==> src/include/phylc_pkg.sv <==
// Constants, types and register map of the strap and link control block.
// Assumes one 125 MHz clock and strap levels already resolved to mode codes.
// How it works
// - Strap levels are captured once after hardware reset release, then held.
// - Software reset reloads strap settings from the held capture, not pins.
// - Each strap is one of four modes, mode N gives two-bit value N-1.
// - Every strap setting can also be written over management registers.
// - Third LED strap sets transmit skew bits 1:0, mode 1..4 gives 00..11.
// - Fast link modes live in the fast link config register at 0x001E.
// - Gigabit fast modes act only at 1000, the others only at 100.
// - With downshift on, drop to 100 after set number of gigabit failures.
// - Failure threshold resets to four consecutive gigabit attempts.
// - Enhanced mode drops after one failure if channels C and D are quiet.
// - Downshift may fall further to 10 when 100 also fails.
// - Downshift does nothing unless its enable bit is set.
// - Mirroring at 10/100 routes A to D and B to C.
// - Mirroring at 1000 swaps A with D and B with C.
// - Mirrored channels also have their polarity inverted.
// - Mirroring is enabled by strap or by bit 0 of register 0x0031.
// - Interrupt output follows status changes gated by the enable register.
// - Normal plus four gigabit test modes selected in register 0x0009.
// - In a test mode the pattern drives the media, with a synchronous clock.
// - Management address: addr high strap gives bits 3:2, low gives 1:0.
// - With no strap fitted the management address is zero.
package phylc_pkg;
  localparam int SYM_W = 8;
  localparam logic [15:0] REG_TEST_MODE = 16'h0009;
  localparam logic [15:0] REG_EXT_CTRL = 16'h000D;
  localparam logic [15:0] REG_EXT_DATA = 16'h000E;
  localparam logic [15:0] REG_INT_EN = 16'h0012;
  localparam logic [15:0] REG_INT_STS = 16'h0013;
  localparam logic [15:0] REG_FAST_LINK = 16'h001E;
  localparam logic [15:0] REG_MIRROR_STRAP = 16'h0031;
  // test_mode_config fields
  localparam int TM_MODE_HI = 15;
  localparam int TM_MODE_LO = 13;
  localparam int TM_DS_EN = 12;
  localparam int TM_DS_THR_HI = 11;
  localparam int TM_DS_THR_LO = 10;
  localparam int TM_DS_ENH = 9;
  localparam int TM_DS_10M = 8;
  localparam int TM_TDR = 7;
  localparam logic [15:0] TM_RST = 16'h0C00;
  // mirror_and_strap_config fields
  localparam int MS_ADDR_HI = 15;
  localparam int MS_ADDR_LO = 12;
  localparam int MS_ANEG_DIS = 7;
  localparam int MS_SKEW_HI = 3;
  localparam int MS_SKEW_LO = 2;
  localparam int MS_MIRROR = 0;
  // fast_link_config fields
  localparam int FL_GIG_HI = 1;
  localparam int FL_GIG_LO = 0;
  localparam int FL_100_HI = 3;
  localparam int FL_100_LO = 2;
  localparam logic [15:0] FL_RST = 16'h0000;
  // interrupt sources
  localparam int INT_W = 4;
  localparam int INT_LINK = 0;
  localparam int INT_SPEED = 1;
  localparam int INT_DS = 2;
  localparam int INT_ENERGY = 3;
  localparam logic [15:0] INT_EN_RST = 16'h0000;
  // management frame
  localparam logic [5:0] PREAMBLE_LEN = 6'h20;
  localparam logic [4:0] HDR_LAST = 5'h0C;
  localparam logic [4:0] DATA_LAST = 5'h0F;
  localparam logic [1:0] OP_READ = 2'h2;
  localparam logic [1:0] OP_WRITE = 2'h1;
  localparam logic [1:0] EXT_FN_ADDR = 2'h0;
  localparam logic [1:0] STRAP_SETTLE = 2'h3;
  localparam logic [1:0] MODE4 = 2'h3;
  localparam logic [2:0] DS_ONE = 3'h1;
  // media symbols and test pattern
  localparam logic [SYM_W-1:0] SYM_POS2 = 8'h02;
  localparam logic [SYM_W-1:0] SYM_NEG2 = 8'hFE;
  localparam logic [10:0] LFSR_SEED = 11'h7FF;
  localparam int LFSR_TAP = 8;
  localparam int WAVE_W = 7;
  localparam int CH_A = 0;
  localparam int CH_B = 1;
  localparam int CH_C = 2;
  localparam int CH_D = 3;

  typedef enum logic [1:0] {
    SPD_10 = 2'b00,
    SPD_100 = 2'b01,
    SPD_1000 = 2'b10
  } phylc_speed_e;
  typedef enum logic [2:0] {
    MD_PRE = 3'b000,
    MD_HDR = 3'b001,
    MD_TA = 3'b010,
    MD_RDATA = 3'b011,
    MD_WDATA = 3'b100
  } phylc_mdio_e;
  typedef enum logic [2:0] {
    TM_NORMAL = 3'b000,
    TM_WAVE = 3'b001,
    TM_JIT_M = 3'b010,
    TM_JIT_S = 3'b011,
    TM_DIST = 3'b100
  } phylc_test_e;
  typedef struct packed {
    logic [1:0] addr_lo;
    logic [1:0] addr_hi;
    logic [1:0] rx_ctrl;
    logic [1:0] led2;
    logic [1:0] led0;
  } phylc_strap_s;
  typedef struct packed {
    logic [3:0][SYM_W-1:0] ch;
  } phylc_mdi_s;
endpackage

==> src/phylc_top.sv <==
// Strap capture, management registers, downshift, mirroring and test modes.
// Assumes straps arrive as resolved two-bit mode codes and link events are
// one-cycle pulses from core logic on CLK_I.
module phylc_top
  import phylc_pkg::*;
(
  input wire logic CLK_I, // 125 MHz
  input wire logic RST_B_I, // Hardware reset, async, low
  input wire logic SW_RESET_I, // Software reset pulse
  input wire phylc_strap_s STRAP_I, // Strap mode codes from pins
  input wire logic MDC_I, // Management clock pin
  input wire logic MDIO_I, // Management data pin in
  output logic MDIO_O, // Management data pin out
  output logic MDIO_OE_O, // Management data drive enable
  input wire logic LINK_UP_I, // Link status level
  input wire logic ENERGY_CD_I, // Energy seen on channels C and D
  input wire logic GIG_FAIL_I, // Gigabit attempt failed pulse
  input wire logic FAIL_100_I, // 100 attempt failed pulse
  input wire phylc_mdi_s TX_SYM_I, // Transmit symbols per channel
  output phylc_mdi_s TX_SYM_O, // Symbols to the media pins
  output phylc_speed_e SPEED_O, // Speed being attempted
  output logic ANEG_DIS_O, // Auto-negotiation disabled
  output logic [1:0] TX_SKEW_O, // Transmit clock skew bits 1:0
  output logic [3:0] MGMT_ADDR_O, // Management address
  output logic MIRROR_O, // Mirroring active
  output logic [1:0] FAST_GIG_O, // Gigabit fast link modes
  output logic [1:0] FAST_100_O, // 100 fast link modes
  output logic TDR_AUTO_O, // Run cable test on link loss
  output logic TEST_CLK_O, // Test pattern clock
  output logic INT_B_O // Interrupt, low active
);
  logic [2:0] mdc_s, mdio_s;
  logic [2:0][9:0] strap_s;
  logic mdc_lvl_r, mdc_rise;
  logic [1:0] settle_r;
  logic strap_done_r, strap_load_r;
  phylc_strap_s latch_r;
  logic [15:0] tm_r, fl_r, ms_r, ie_r, ext_ctrl_r, ext_addr_r;
  logic [INT_W-1:0] is_r, int_set;
  phylc_mdio_e md_r;
  logic [5:0] ones_r;
  logic [4:0] bcnt_r;
  logic [15:0] sh_r;
  logic rd_r;
  logic [4:0] reg_r;
  logic wr_stb_r, rd_clr_r;
  logic [15:0] wr_data_r;
  logic [4:0] wr_reg_r;
  logic [15:0] rd_word, acc_addr;
  phylc_speed_e speed_r, speed_nxt;
  logic [2:0] fails_r, fails_nxt;
  logic link_d_r, energy_d_r, ds_evt;
  logic [10:0] lfsr_r;
  logic [WAVE_W-1:0] wave_r;
  phylc_test_e tmode;
  logic test_on;

  // Pin synchronisers, three stages each
  always_ff @(posedge CLK_I or negedge RST_B_I) begin
    if (!RST_B_I) begin
      mdc_s <= '0;
      mdio_s <= '0;
      strap_s <= '0;
    end else begin
      mdc_s <= {mdc_s[1:0], MDC_I};
      mdio_s <= {mdio_s[1:0], MDIO_I};
      strap_s <= {strap_s[1:0], STRAP_I};
    end
  end

  assign mdc_rise = (mdc_s[1] == mdc_s[2]) && mdc_s[2] && !mdc_lvl_r;

  always_ff @(posedge CLK_I or negedge RST_B_I) begin
    if (!RST_B_I) mdc_lvl_r <= 1'b0;
    else if (mdc_s[1] == mdc_s[2]) mdc_lvl_r <= mdc_s[2];
  end

  // Strap capture once the synchroniser has filled after reset release
  always_ff @(posedge CLK_I or negedge RST_B_I) begin
    if (!RST_B_I) begin
      settle_r <= '0;
      strap_done_r <= 1'b0;
      latch_r <= '0;
      strap_load_r <= 1'b0;
    end else if (!strap_done_r) begin
      settle_r <= settle_r + 2'h1;
      strap_load_r <= (settle_r == STRAP_SETTLE);
      if (settle_r == STRAP_SETTLE) begin
        strap_done_r <= 1'b1;
        latch_r <= strap_s[2];
      end
    end else begin
      strap_load_r <= 1'b0;
    end
  end

  // Management frame engine
  always_ff @(posedge CLK_I or negedge RST_B_I) begin
    if (!RST_B_I) begin
      md_r <= MD_PRE;
      ones_r <= '0;
      bcnt_r <= '0;
      sh_r <= '0;
      rd_r <= 1'b0;
      reg_r <= '0;
      MDIO_O <= 1'b0;
      MDIO_OE_O <= 1'b0;
      wr_stb_r <= 1'b0;
      rd_clr_r <= 1'b0;
      wr_data_r <= '0;
      wr_reg_r <= '0;
    end else begin
      wr_stb_r <= 1'b0;
      rd_clr_r <= 1'b0;
      if (mdc_rise) begin
        unique case (md_r)
          MD_PRE: begin
            if (mdio_s[2]) begin
              if (ones_r != PREAMBLE_LEN) ones_r <= ones_r + 6'h01;
            end else begin
              ones_r <= '0;
              bcnt_r <= '0;
              if (ones_r == PREAMBLE_LEN) md_r <= MD_HDR;
            end
          end
          MD_HDR: begin
            sh_r <= {sh_r[14:0], mdio_s[2]};
            bcnt_r <= bcnt_r + 5'h01;
            if (bcnt_r == HDR_LAST) begin
              bcnt_r <= '0;
              reg_r <= {sh_r[3:0], mdio_s[2]};
              rd_r <= (sh_r[10:9] == OP_READ);
              md_r <= MD_PRE;
              if (sh_r[11] && sh_r[8:4] == {1'b0, MGMT_ADDR_O} &&
                  (sh_r[10:9] == OP_READ || sh_r[10:9] == OP_WRITE))
                md_r <= MD_TA;
            end
          end
          MD_TA: begin
            bcnt_r <= bcnt_r + 5'h01;
            if (rd_r && bcnt_r == '0) begin
              MDIO_OE_O <= 1'b1;
              MDIO_O <= 1'b0;
            end
            if (bcnt_r != '0) begin
              bcnt_r <= '0;
              md_r <= rd_r ? MD_RDATA : MD_WDATA;
              if (rd_r) begin
                MDIO_O <= rd_word[15];
                sh_r <= rd_word;
                rd_clr_r <= (acc_addr == REG_INT_STS);
              end
            end
          end
          MD_RDATA: begin
            bcnt_r <= bcnt_r + 5'h01;
            sh_r <= {sh_r[14:0], 1'b0};
            MDIO_O <= sh_r[14];
            if (bcnt_r == DATA_LAST) begin
              MDIO_OE_O <= 1'b0;
              MDIO_O <= 1'b0;
              md_r <= MD_PRE;
            end
          end
          MD_WDATA: begin
            bcnt_r <= bcnt_r + 5'h01;
            sh_r <= {sh_r[14:0], mdio_s[2]};
            if (bcnt_r == DATA_LAST) begin
              wr_stb_r <= 1'b1;
              wr_reg_r <= reg_r;
              wr_data_r <= {sh_r[14:0], mdio_s[2]};
              md_r <= MD_PRE;
            end
          end
          default: md_r <= MD_PRE;
        endcase
      end
    end
  end

  // Direct or indirect register address for the frame in progress
  always_comb begin
    acc_addr = {11'h000, reg_r};
    if ({11'h000, reg_r} == REG_EXT_DATA &&
        ext_ctrl_r[15:14] != EXT_FN_ADDR)
      acc_addr = ext_addr_r;
  end

  always_comb begin
    rd_word = '0;
    if ({11'h000, reg_r} == REG_EXT_DATA &&
        ext_ctrl_r[15:14] == EXT_FN_ADDR)
      rd_word = ext_addr_r;
    else if ({11'h000, reg_r} == REG_EXT_CTRL)
      rd_word = ext_ctrl_r;
    else if (acc_addr == REG_TEST_MODE)
      rd_word = tm_r;
    else if (acc_addr == REG_INT_EN)
      rd_word = ie_r;
    else if (acc_addr == REG_INT_STS)
      rd_word = {{(16 - INT_W){1'b0}}, is_r};
    else if (acc_addr == REG_FAST_LINK)
      rd_word = fl_r;
    else if (acc_addr == REG_MIRROR_STRAP)
      rd_word = ms_r;
  end

  // Configuration registers, strap reload and register overrides
  always_ff @(posedge CLK_I or negedge RST_B_I) begin
    if (!RST_B_I) begin
      tm_r <= TM_RST;
      fl_r <= FL_RST;
      ie_r <= INT_EN_RST;
      ms_r <= '0;
      ext_ctrl_r <= '0;
      ext_addr_r <= '0;
    end else if (strap_load_r || SW_RESET_I) begin
      tm_r <= TM_RST;
      fl_r <= FL_RST;
      ie_r <= INT_EN_RST;
      ext_ctrl_r <= '0;
      ext_addr_r <= '0;
      ms_r <= '0;
      ms_r[MS_ADDR_HI:MS_ADDR_LO] <= {latch_r.addr_hi, latch_r.addr_lo};
      ms_r[MS_ANEG_DIS] <= (latch_r.rx_ctrl == MODE4);
      ms_r[MS_SKEW_HI:MS_SKEW_LO] <= latch_r.led2;
      ms_r[MS_MIRROR] <= latch_r.led0[1];
    end else if (wr_stb_r) begin
      if ({11'h000, wr_reg_r} == REG_EXT_CTRL)
        ext_ctrl_r <= wr_data_r;
      else if ({11'h000, wr_reg_r} == REG_EXT_DATA &&
               ext_ctrl_r[15:14] == EXT_FN_ADDR)
        ext_addr_r <= wr_data_r;
      else if (acc_addr == REG_TEST_MODE)
        tm_r <= wr_data_r;
      else if (acc_addr == REG_INT_EN)
        ie_r <= wr_data_r;
      else if (acc_addr == REG_FAST_LINK)
        fl_r <= wr_data_r;
      else if (acc_addr == REG_MIRROR_STRAP)
        ms_r <= wr_data_r;
    end
  end

  // Downshift: count consecutive failed gigabit attempts
  always_comb begin
    speed_nxt = speed_r;
    fails_nxt = fails_r;
    ds_evt = 1'b0;
    if (!tm_r[TM_DS_EN]) begin
      speed_nxt = SPD_1000;
      fails_nxt = '0;
    end else if (LINK_UP_I) begin
      fails_nxt = '0;
    end else if (GIG_FAIL_I && speed_r == SPD_1000) begin
      fails_nxt = fails_r + DS_ONE;
      if ((tm_r[TM_DS_ENH] && !ENERGY_CD_I) ||
          fails_nxt == {1'b0, tm_r[TM_DS_THR_HI:TM_DS_THR_LO]} + DS_ONE) begin
        speed_nxt = SPD_100;
        fails_nxt = '0;
        ds_evt = 1'b1;
      end
    end else if (FAIL_100_I && speed_r == SPD_100 && tm_r[TM_DS_10M]) begin
      speed_nxt = SPD_10;
      ds_evt = 1'b1;
    end
  end

  always_ff @(posedge CLK_I or negedge RST_B_I) begin
    if (!RST_B_I) begin
      speed_r <= SPD_1000;
      fails_r <= '0;
    end else begin
      speed_r <= speed_nxt;
      fails_r <= fails_nxt;
    end
  end

  // Sticky interrupt status; a new event wins over the read clear
  assign int_set = {strap_done_r && (ENERGY_CD_I != energy_d_r), ds_evt,
                    speed_nxt != speed_r,
                    strap_done_r && (LINK_UP_I != link_d_r)};

  always_ff @(posedge CLK_I or negedge RST_B_I) begin
    if (!RST_B_I) begin
      is_r <= '0;
      link_d_r <= 1'b0;
      energy_d_r <= 1'b0;
      INT_B_O <= 1'b1;
    end else begin
      link_d_r <= LINK_UP_I;
      energy_d_r <= ENERGY_CD_I;
      is_r <= (rd_clr_r ? '0 : is_r) | int_set;
      INT_B_O <= ~|(is_r & ie_r[INT_W-1:0]);
    end
  end

  // Test pattern generators
  assign tmode = phylc_test_e'(tm_r[TM_MODE_HI:TM_MODE_LO]);
  assign test_on = (tmode != TM_NORMAL) && (speed_r == SPD_1000);

  always_ff @(posedge CLK_I or negedge RST_B_I) begin
    if (!RST_B_I) begin
      lfsr_r <= LFSR_SEED;
      wave_r <= '0;
      TEST_CLK_O <= 1'b0;
    end else if (test_on) begin
      lfsr_r <= {lfsr_r[9:0], lfsr_r[10] ^ lfsr_r[LFSR_TAP]};
      wave_r <= wave_r + {{(WAVE_W - 1){1'b0}}, 1'b1};
      TEST_CLK_O <= ~TEST_CLK_O;
    end else begin
      TEST_CLK_O <= 1'b0;
    end
  end

  // Media lane mapping, one generate entry per channel
  for (genvar g = 0; g < 4; g++) begin : g_lane
    logic [SYM_W-1:0] pat, src;
    always_comb begin
      pat = SYM_NEG2;
      unique case (tmode)
        TM_NORMAL: pat = SYM_NEG2;
        TM_WAVE: pat = wave_r[WAVE_W-1] ? SYM_POS2 : SYM_NEG2;
        TM_JIT_M, TM_JIT_S: pat = TEST_CLK_O ? SYM_POS2 : SYM_NEG2;
        TM_DIST: pat = lfsr_r[g] ? SYM_POS2 : SYM_NEG2;
        default: pat = SYM_NEG2;
      endcase
      src = TX_SYM_I.ch[g];
      if (MIRROR_O) begin
        src = -TX_SYM_I.ch[3 - g];
        if (speed_r != SPD_1000 && g < CH_C)
          src = '0;
      end
    end
    always_ff @(posedge CLK_I or negedge RST_B_I) begin
      if (!RST_B_I) TX_SYM_O.ch[g] <= '0;
      else TX_SYM_O.ch[g] <= test_on ? pat : src;
    end
  end

  assign SPEED_O = speed_r;
  assign ANEG_DIS_O = ms_r[MS_ANEG_DIS];
  assign TX_SKEW_O = ms_r[MS_SKEW_HI:MS_SKEW_LO];
  assign MGMT_ADDR_O = ms_r[MS_ADDR_HI:MS_ADDR_LO];
  assign MIRROR_O = ms_r[MS_MIRROR];
  assign FAST_GIG_O = (speed_r == SPD_1000) ?
                      fl_r[FL_GIG_HI:FL_GIG_LO] : 2'h0;
  assign FAST_100_O = (speed_r == SPD_100) ?
                      fl_r[FL_100_HI:FL_100_LO] : 2'h0;
  assign TDR_AUTO_O = tm_r[TM_TDR];
endmodule

==> config.mk <==
export PLATFORM = sky130hd
export DESIGN_NAME = phylc_top
export DESIGN_NICKNAME = d
export VERILOG_FILES = /design/src/include/phylc_pkg.sv /design/src/phylc_top.sv
export SDC_FILE = /design/constraint.sdc
export NUM_CORES = 1
export LEC_CHECK = 0
export BUFFER_PORTS_ARGS = -buffer_cell sky130_fd_sc_hd__buf_2
export CAP_MARGIN = 20
export CELL_PAD_IN_SITES_DETAIL_PLACEMENT = 0
export CELL_PAD_IN_SITES_GLOBAL_PLACEMENT = 1
export CORE_MARGIN = 3
export CORE_UTILIZATION = 48
export DETAILED_ROUTE_END_ITERATION = 8
export PLACE_DENSITY_LB_ADDON = 0.2
export SETUP_SLACK_MARGIN = 0.3
export SLEW_MARGIN = 20
export SYNTH_ARGS = -nofsm -noshare
export SYNTH_HDL_FRONTEND = slang
export SYNTH_SLANG_ARGS = --single-unit
export TNS_END_PERCENT = 30
==> constraint.sdc <==
create_clock -name CLK_I -period 3 [get_ports CLK_I]
set_input_delay 0.3 -clock CLK_I [delete_from_list [all_inputs] [get_ports CLK_I]]
set_output_delay 0.3 -clock CLK_I [all_outputs]
set_load 0.05 [all_outputs]
-- After elaboration in Yosys (flattened, before gate mapping)
Cells that the tools add are included.
- bits in registers: 270
- latch bits: 0
- bits in writable memories: 0
- bits in read-only memories: 0
- input bits: 51
- output and inout port bits: 51
- word-level logic and storage cells: 279
- memories kept: 0
- add/sub/neg operators: 10
- multipliers: 0
- div/mod/pow operators: 0
- magnitude comparators: 0
- equality and inequality tests: 49
- shift-type cells: 0
- mux-type cells: 114
- bitwise gates (word level): 5
- reduce and logical (&&, ||, !) cells: 56
- operator list (kind ; count):
    two-way mux 16 bit ; 41
    two-way mux 8 bit ; 16
    case mux 8 bit (3 select lines) ; 4
    equality test 16 x 5 -> 1 bit, second input constant ; 3
    case mux 15 bit (3 select lines) ; 1
    negation 8 bit ; 4
    equality test 5 x 4 -> 1 bit, second input constant ; 6
    two-way mux 15 bit ; 2
    two-way mux 3 bit ; 10
    two-way mux 1 bit ; 22
    inequality test 2 bit, second input constant ; 10
    case mux 5 bit (4 select lines) ; 1
    nonzero test 2 bit ; 9
    equality test 16 x 4 -> 1 bit, second input constant ; 1
    equality test 16 x 6 -> 1 bit, second input constant ; 1
    two-way mux 2 bit ; 8
    logical AND 1 bit ; 15
    two-way mux 5 bit ; 3
    AND reduction 3 bit ; 5
    equality test 3 x 2 -> 1 bit, second input constant ; 4
    two-way mux 6 bit ; 2
    case mux 3 bit (4 select lines) ; 1
    AND reduction 4 bit ; 3
    AND reduction 6 bit ; 2
    38 further kinds ; 60

-- Depth between registers and ports, before layout
- word-level depth: 14
- gate-level depth with buffers: 9

-- Worst setup path after synthesis
OpenSTA, ideal clock, no wires.
- kind: register -> register
- start point: register speed_r[1] (netlist: SPEED_O[1])
- end point: register is_r[1]
- setup time: 138 ps
- arrival time: 2154 ps
- setup slack: 708 ps
- cell stages (with the launch flop): 8
- path buffers: 1
- path through: dfstp_2 -> nor2b_1 -> clkbuf_1 -> nand2_1 -> a311oi_1 -> nor3b_1 -> nor2_1 -> o221ai_1
- word-level cells in the longest chain between the ends: 9
- RTL lines (element ; RTL line ; RTL):
    start, declared ; phylc_top.sv:50 ; phylc_speed_e speed_r, speed_nxt;
    start signal, assigned ; phylc_top.sv:274 ; speed_r <= speed_nxt;
    equality test 2 x 1 -> 1 bit ; phylc_top.sv:263 ; end else if (FAIL_100_I && speed_r == SPD_100 && tm_r[TM_DS_10M]) begin
    logical AND 1 bit (2 in a row) ; phylc_top.sv:263 ;
    two-way mux 2 bit ; phylc_top.sv:263 ;
    two-way mux 2 bit ; phylc_top.sv:255 ; end else if (GIG_FAIL_I && speed_r == SPD_1000) begin
    two-way mux 2 bit ; phylc_top.sv:253 ; end else if (LINK_UP_I) begin
    two-way mux 2 bit ; phylc_top.sv:250 ; if (!tm_r[TM_DS_EN]) begin
    inequality test 2 bit * ; phylc_top.sv:281 ; speed_nxt != speed_r,
    bitwise OR 4 bit * ; phylc_top.sv:293 ; is_r <= (rd_clr_r ? '0 : is_r) | int_set;
    end signal, assigned ; phylc_top.sv:293 ;
    end, declared ; phylc_top.sv:39 ; logic [INT_W-1:0] is_r, int_set;
Every way passes the cells marked *; elsewhere a longest branch is shown, timed or not.
A chain may end at the register's enable or synchronous reset.

-- Final worst setup path
- start point: register ext_addr_r[6]
- end point: register ie_r[14]
- word-level cells in the longest chain between the ends: 4
- RTL lines (element ; RTL line ; RTL):
    start, declared ; phylc_top.sv:38 ; logic [15:0] tm_r, fl_r, ms_r, ie_r, ext_ctrl_r, ext_addr_r;
    start signal, assigned ; phylc_top.sv:233 ; ext_addr_r <= wr_data_r;
    two-way mux 16 bit * ; phylc_top.sv:184 ; if ({11'h000, reg_r} == REG_EXT_DATA &&
    equality test 16 x 4 -> 1 bit / equality test 16 x 5 -> 1 bit (equally long branches) ; phylc_top.sv:234, phylc_top.sv:236 ;
    inequality test 2 x 1 -> 1 bit (no source line) / nonzero test 2 bit (equally long branches) ; - ;
    AND reduction 5 bit (no source line) * ; - ;
    end signal, assigned ; phylc_top.sv:237 ; ie_r <= wr_data_r;
    end, declared ; phylc_top.sv:38 ;
Marks and branches as above.

==> results.md <==
* Commonest cells in the synthesized netlist: dfrtp_1, nand2_1, nor2_1
* Clk_lat worst skew at roughly 0.55 ns
* Layout cell share with drive strength beyond 1 at 0.196
* Seq/Total Area, Yosys at 0.534
* Largest net degree at the start of global routing at 75
* Reg2reg start: ext_addr_r[6]
* Area of the die at between 20,000 and 30,000 sq um
* Cell Area, Synth at between 10,000 and 15,000 sq um
* Maxcap violations at 0
* Leakage power at between 6 and 7 nW
* Status: completed
* Cells after Synth at around 1,200
* Ports at between 100 and 150
* CTS tree: done
* Reg-to-Reg End: ie_r[14]
* Initial antenna violation count at 0
* Clock root cell: clkbuf_16
* Final Wtd Congestion at approximately 0.9
* Peak VDD IR at between 0.0004 and 0.0005 V
* Pwr Density at 543 nW/um^2
* Setup Fix Bufs, Post-CTS at 0
* Worst reg-to-reg setup slack at 0.53 ns
* Initial detailed-routing violation count at 670
* Worst endpoint required time at 3.46 ns
* PortBufs at 100
* Initial core utilization at 0.492
* CP Data Arrival Time at a little under 3 ns
* Post-synth EDFFs at 0
* Syn avg cell area at about 11 sq um
* FMAX at between 0.4 and 0.5 GHz
* Reg clk slew, reported paths at 0.06 ns
* Total GRT Usage at 0.226
* Final hold slack at 0.0329 ns
* Via count at between 9,000 and 10,000
* Count leader, synth: dfrtp_1
* WL/cell at between 15 and 20 um
* Synth Warn # at 0
* Critical Path Fanout Max at 16
* Worst Tran Pin Value at 1.05 ns
* CTS Buffer Depth at 3
* Synth top area share at 0.503
* Fin Clk Skew at between 0.006 and 0.007 ns
* Nets at ~1,400
* Synthesis-to-layout area growth at 17.1%
* Drt pass-1 iters at 7
* Synth Register Bits at roughly 270
* Multi-input gate area at about 5400 sq um
* Vias in the first global route at roughly 9,200
* Cell row count at 58
* Area leader, netlist: dfrtp_1
* DIE HEIGHT at 167 um
* Post-Route Utilization at 0.576
* Die width at approximately 170 um
* First-pass GRT wire length at slightly above 50 mm
* Slew Limit Fails at 0
* Crit start category: flip-flop
* CP Capture Point: ie_r[14]
* WL final at 31.8 mm
* Syn_nets at 1,236
* Clock Sinks at between 200 and 300
* Setup Crit Path Kind: flip-flop to flip-flop
* Post-route ant nets at 0
* DR DRC count at 0
* Number of fillers in the final layout at approximately 2,200
* # setup viols final at 0
* Dominant synthesized flop cell: dfrtp_1
* R2R depth at 6
* Hold Fails Final Rpt at 0
* Post-DP HPWL at roughly 22 mm
* Synth async-reset ratio at 1.00
* Register area at roughly 6700 sq um
* Tmin final at ~2.5 ns
* H-tree depth at 1
* # diodes at 0
* Ranking of synthesized cells by area: dfrtp_1, mux2i_1, nand2_1
* Setup TNS at 0 ns
* Core Area at between 20,000 and 30,000 sq um
* Crit end category: flip-flop
* Yosys cell types at 70
* TritonCTS buffer count at 29
* Via-per-instance ratio at ~5.7
* Tcrit/Tclk final at 0.824
* Worst Hold Class: input port to flip-flop
* Slew HR at 0.302
* GRT overflow at 0
* Crit. Startpoint: ext_addr_r[6]
* RSZ-0062 raised after global routing: no
## metal layers
metal | part of all wire | GRT usage
met5 | 0 | 0
met4 | 0.020 | 0.0534
met3 | 0.052 | 0.0375
met2 | 0.46 | 0.356
met1 | 0.47 | 0.331
## kinds of logic after synthesis
logic type / count (synthesis) / synth area share
adder cells (fa/ha/maj): 15 / 0.0150
multiplexers: 137 / 0.113
XOR/XNOR: 46 / 0.0322
AO/OA/AOI/OAI: 240 / 0.128
flip-flops: 266 / 0.534
AND/OR/NAND/NOR: 367 / 0.142
buffers and inverters: 99 / 0.0357
## through the flow
step                std cells  setup WS [ns]  total power, W  instance area, sq um
floorplan                1170          0.708         0.00423                 12500
global placement         1577          0.582         0.00448                 13600
detailed placement       1577          0.567         0.00449                 13600
CTS                      1645          0.548         0.00804                 14600
global route             1645          0.344         0.00826                 14600
finish                   1645          0.527         0.00795                 14600
## flip-flops by register name (all words and copies together), names as in the netlist, 4 cells and up
name and flops:
sh_r 15, ms_r 16, tm_r 16, ext_ctrl_r 16, ext_addr_r 16, strap_s 27, bcnt_r 5, wr_data_r 16
lfsr_r 11, TX_SYM_O 32, wr_reg_r 5, ie_r 16, latch_r 9, wave_r 7, reg_r 5, is_r 4
fl_r 16, ones_r 6
## what timing repair did
action	4_1_cts	5_1_grt
hold endpoints to repair	81	0
endpoints found under the setup margin	0	0
hold buffers	14	0
resized for setup	0	0
## placed cells by master, fill, tap and decap left out, drive strengths merged, types with 14 or more instances in the layout
master and instances:
dfrtp 251, buf 146, nand2 117, nor2 102, mux2i 101, o21ai 84
clkbuf 44, a21oi 39, mux2 36, nand3 35, inv 31, xnor2 26
nor2b 25, nor3 23, xor2 20, a221oi 18, dfstp 15, o221ai 15
ha 15, a22o 14, dlygate4sd3 14
## worst min-delay path by stage
stage / start / to / slack [ns] / cells past startpoint
finish: TX_SYM_I[0] / TX_SYM_O[0] / 0.03 / 3
global route: TX_SYM_I[0] / TX_SYM_O[0] / 0.01 / 3
CTS: TX_SYM_I[0] / TX_SYM_O[0] / 0.01 / 3
detailed placement: RST_B_I / bcnt_r[2] / 0.32 / 1
global placement: RST_B_I / bcnt_r[2] / 0.32 / 1
floorplan: RST_B_I / MDIO_O / 0.004 / 0
## report_power, final
part / internal (W) / switching [W]
sequential: 0.00370 / 0.0000661
combinational: 0.000194 / 0.000470
clock: 0.00207 / 0.00145
## worst max-delay path, cell delays in order, from the launching register on
cell and delay (ns):
dfrtp_1 0.43, or4b_1 0.56, a41oi_1 0.29, o21ai_1 0.20, nor3b_4 0.26, nand3_4 0.35, mux2i_1 0.28
## cell type report
class,count,share of cell area
inverter,30,0.00769
tap,330,0.0282
sequential,266,0.456
multi-input combinational,805,0.369
timing repair buffer,160,0.0740
clock inverter,10,0.00846
clock buffer,44,0.0562
Note: power is estimated with default switching activity, not from simulation.
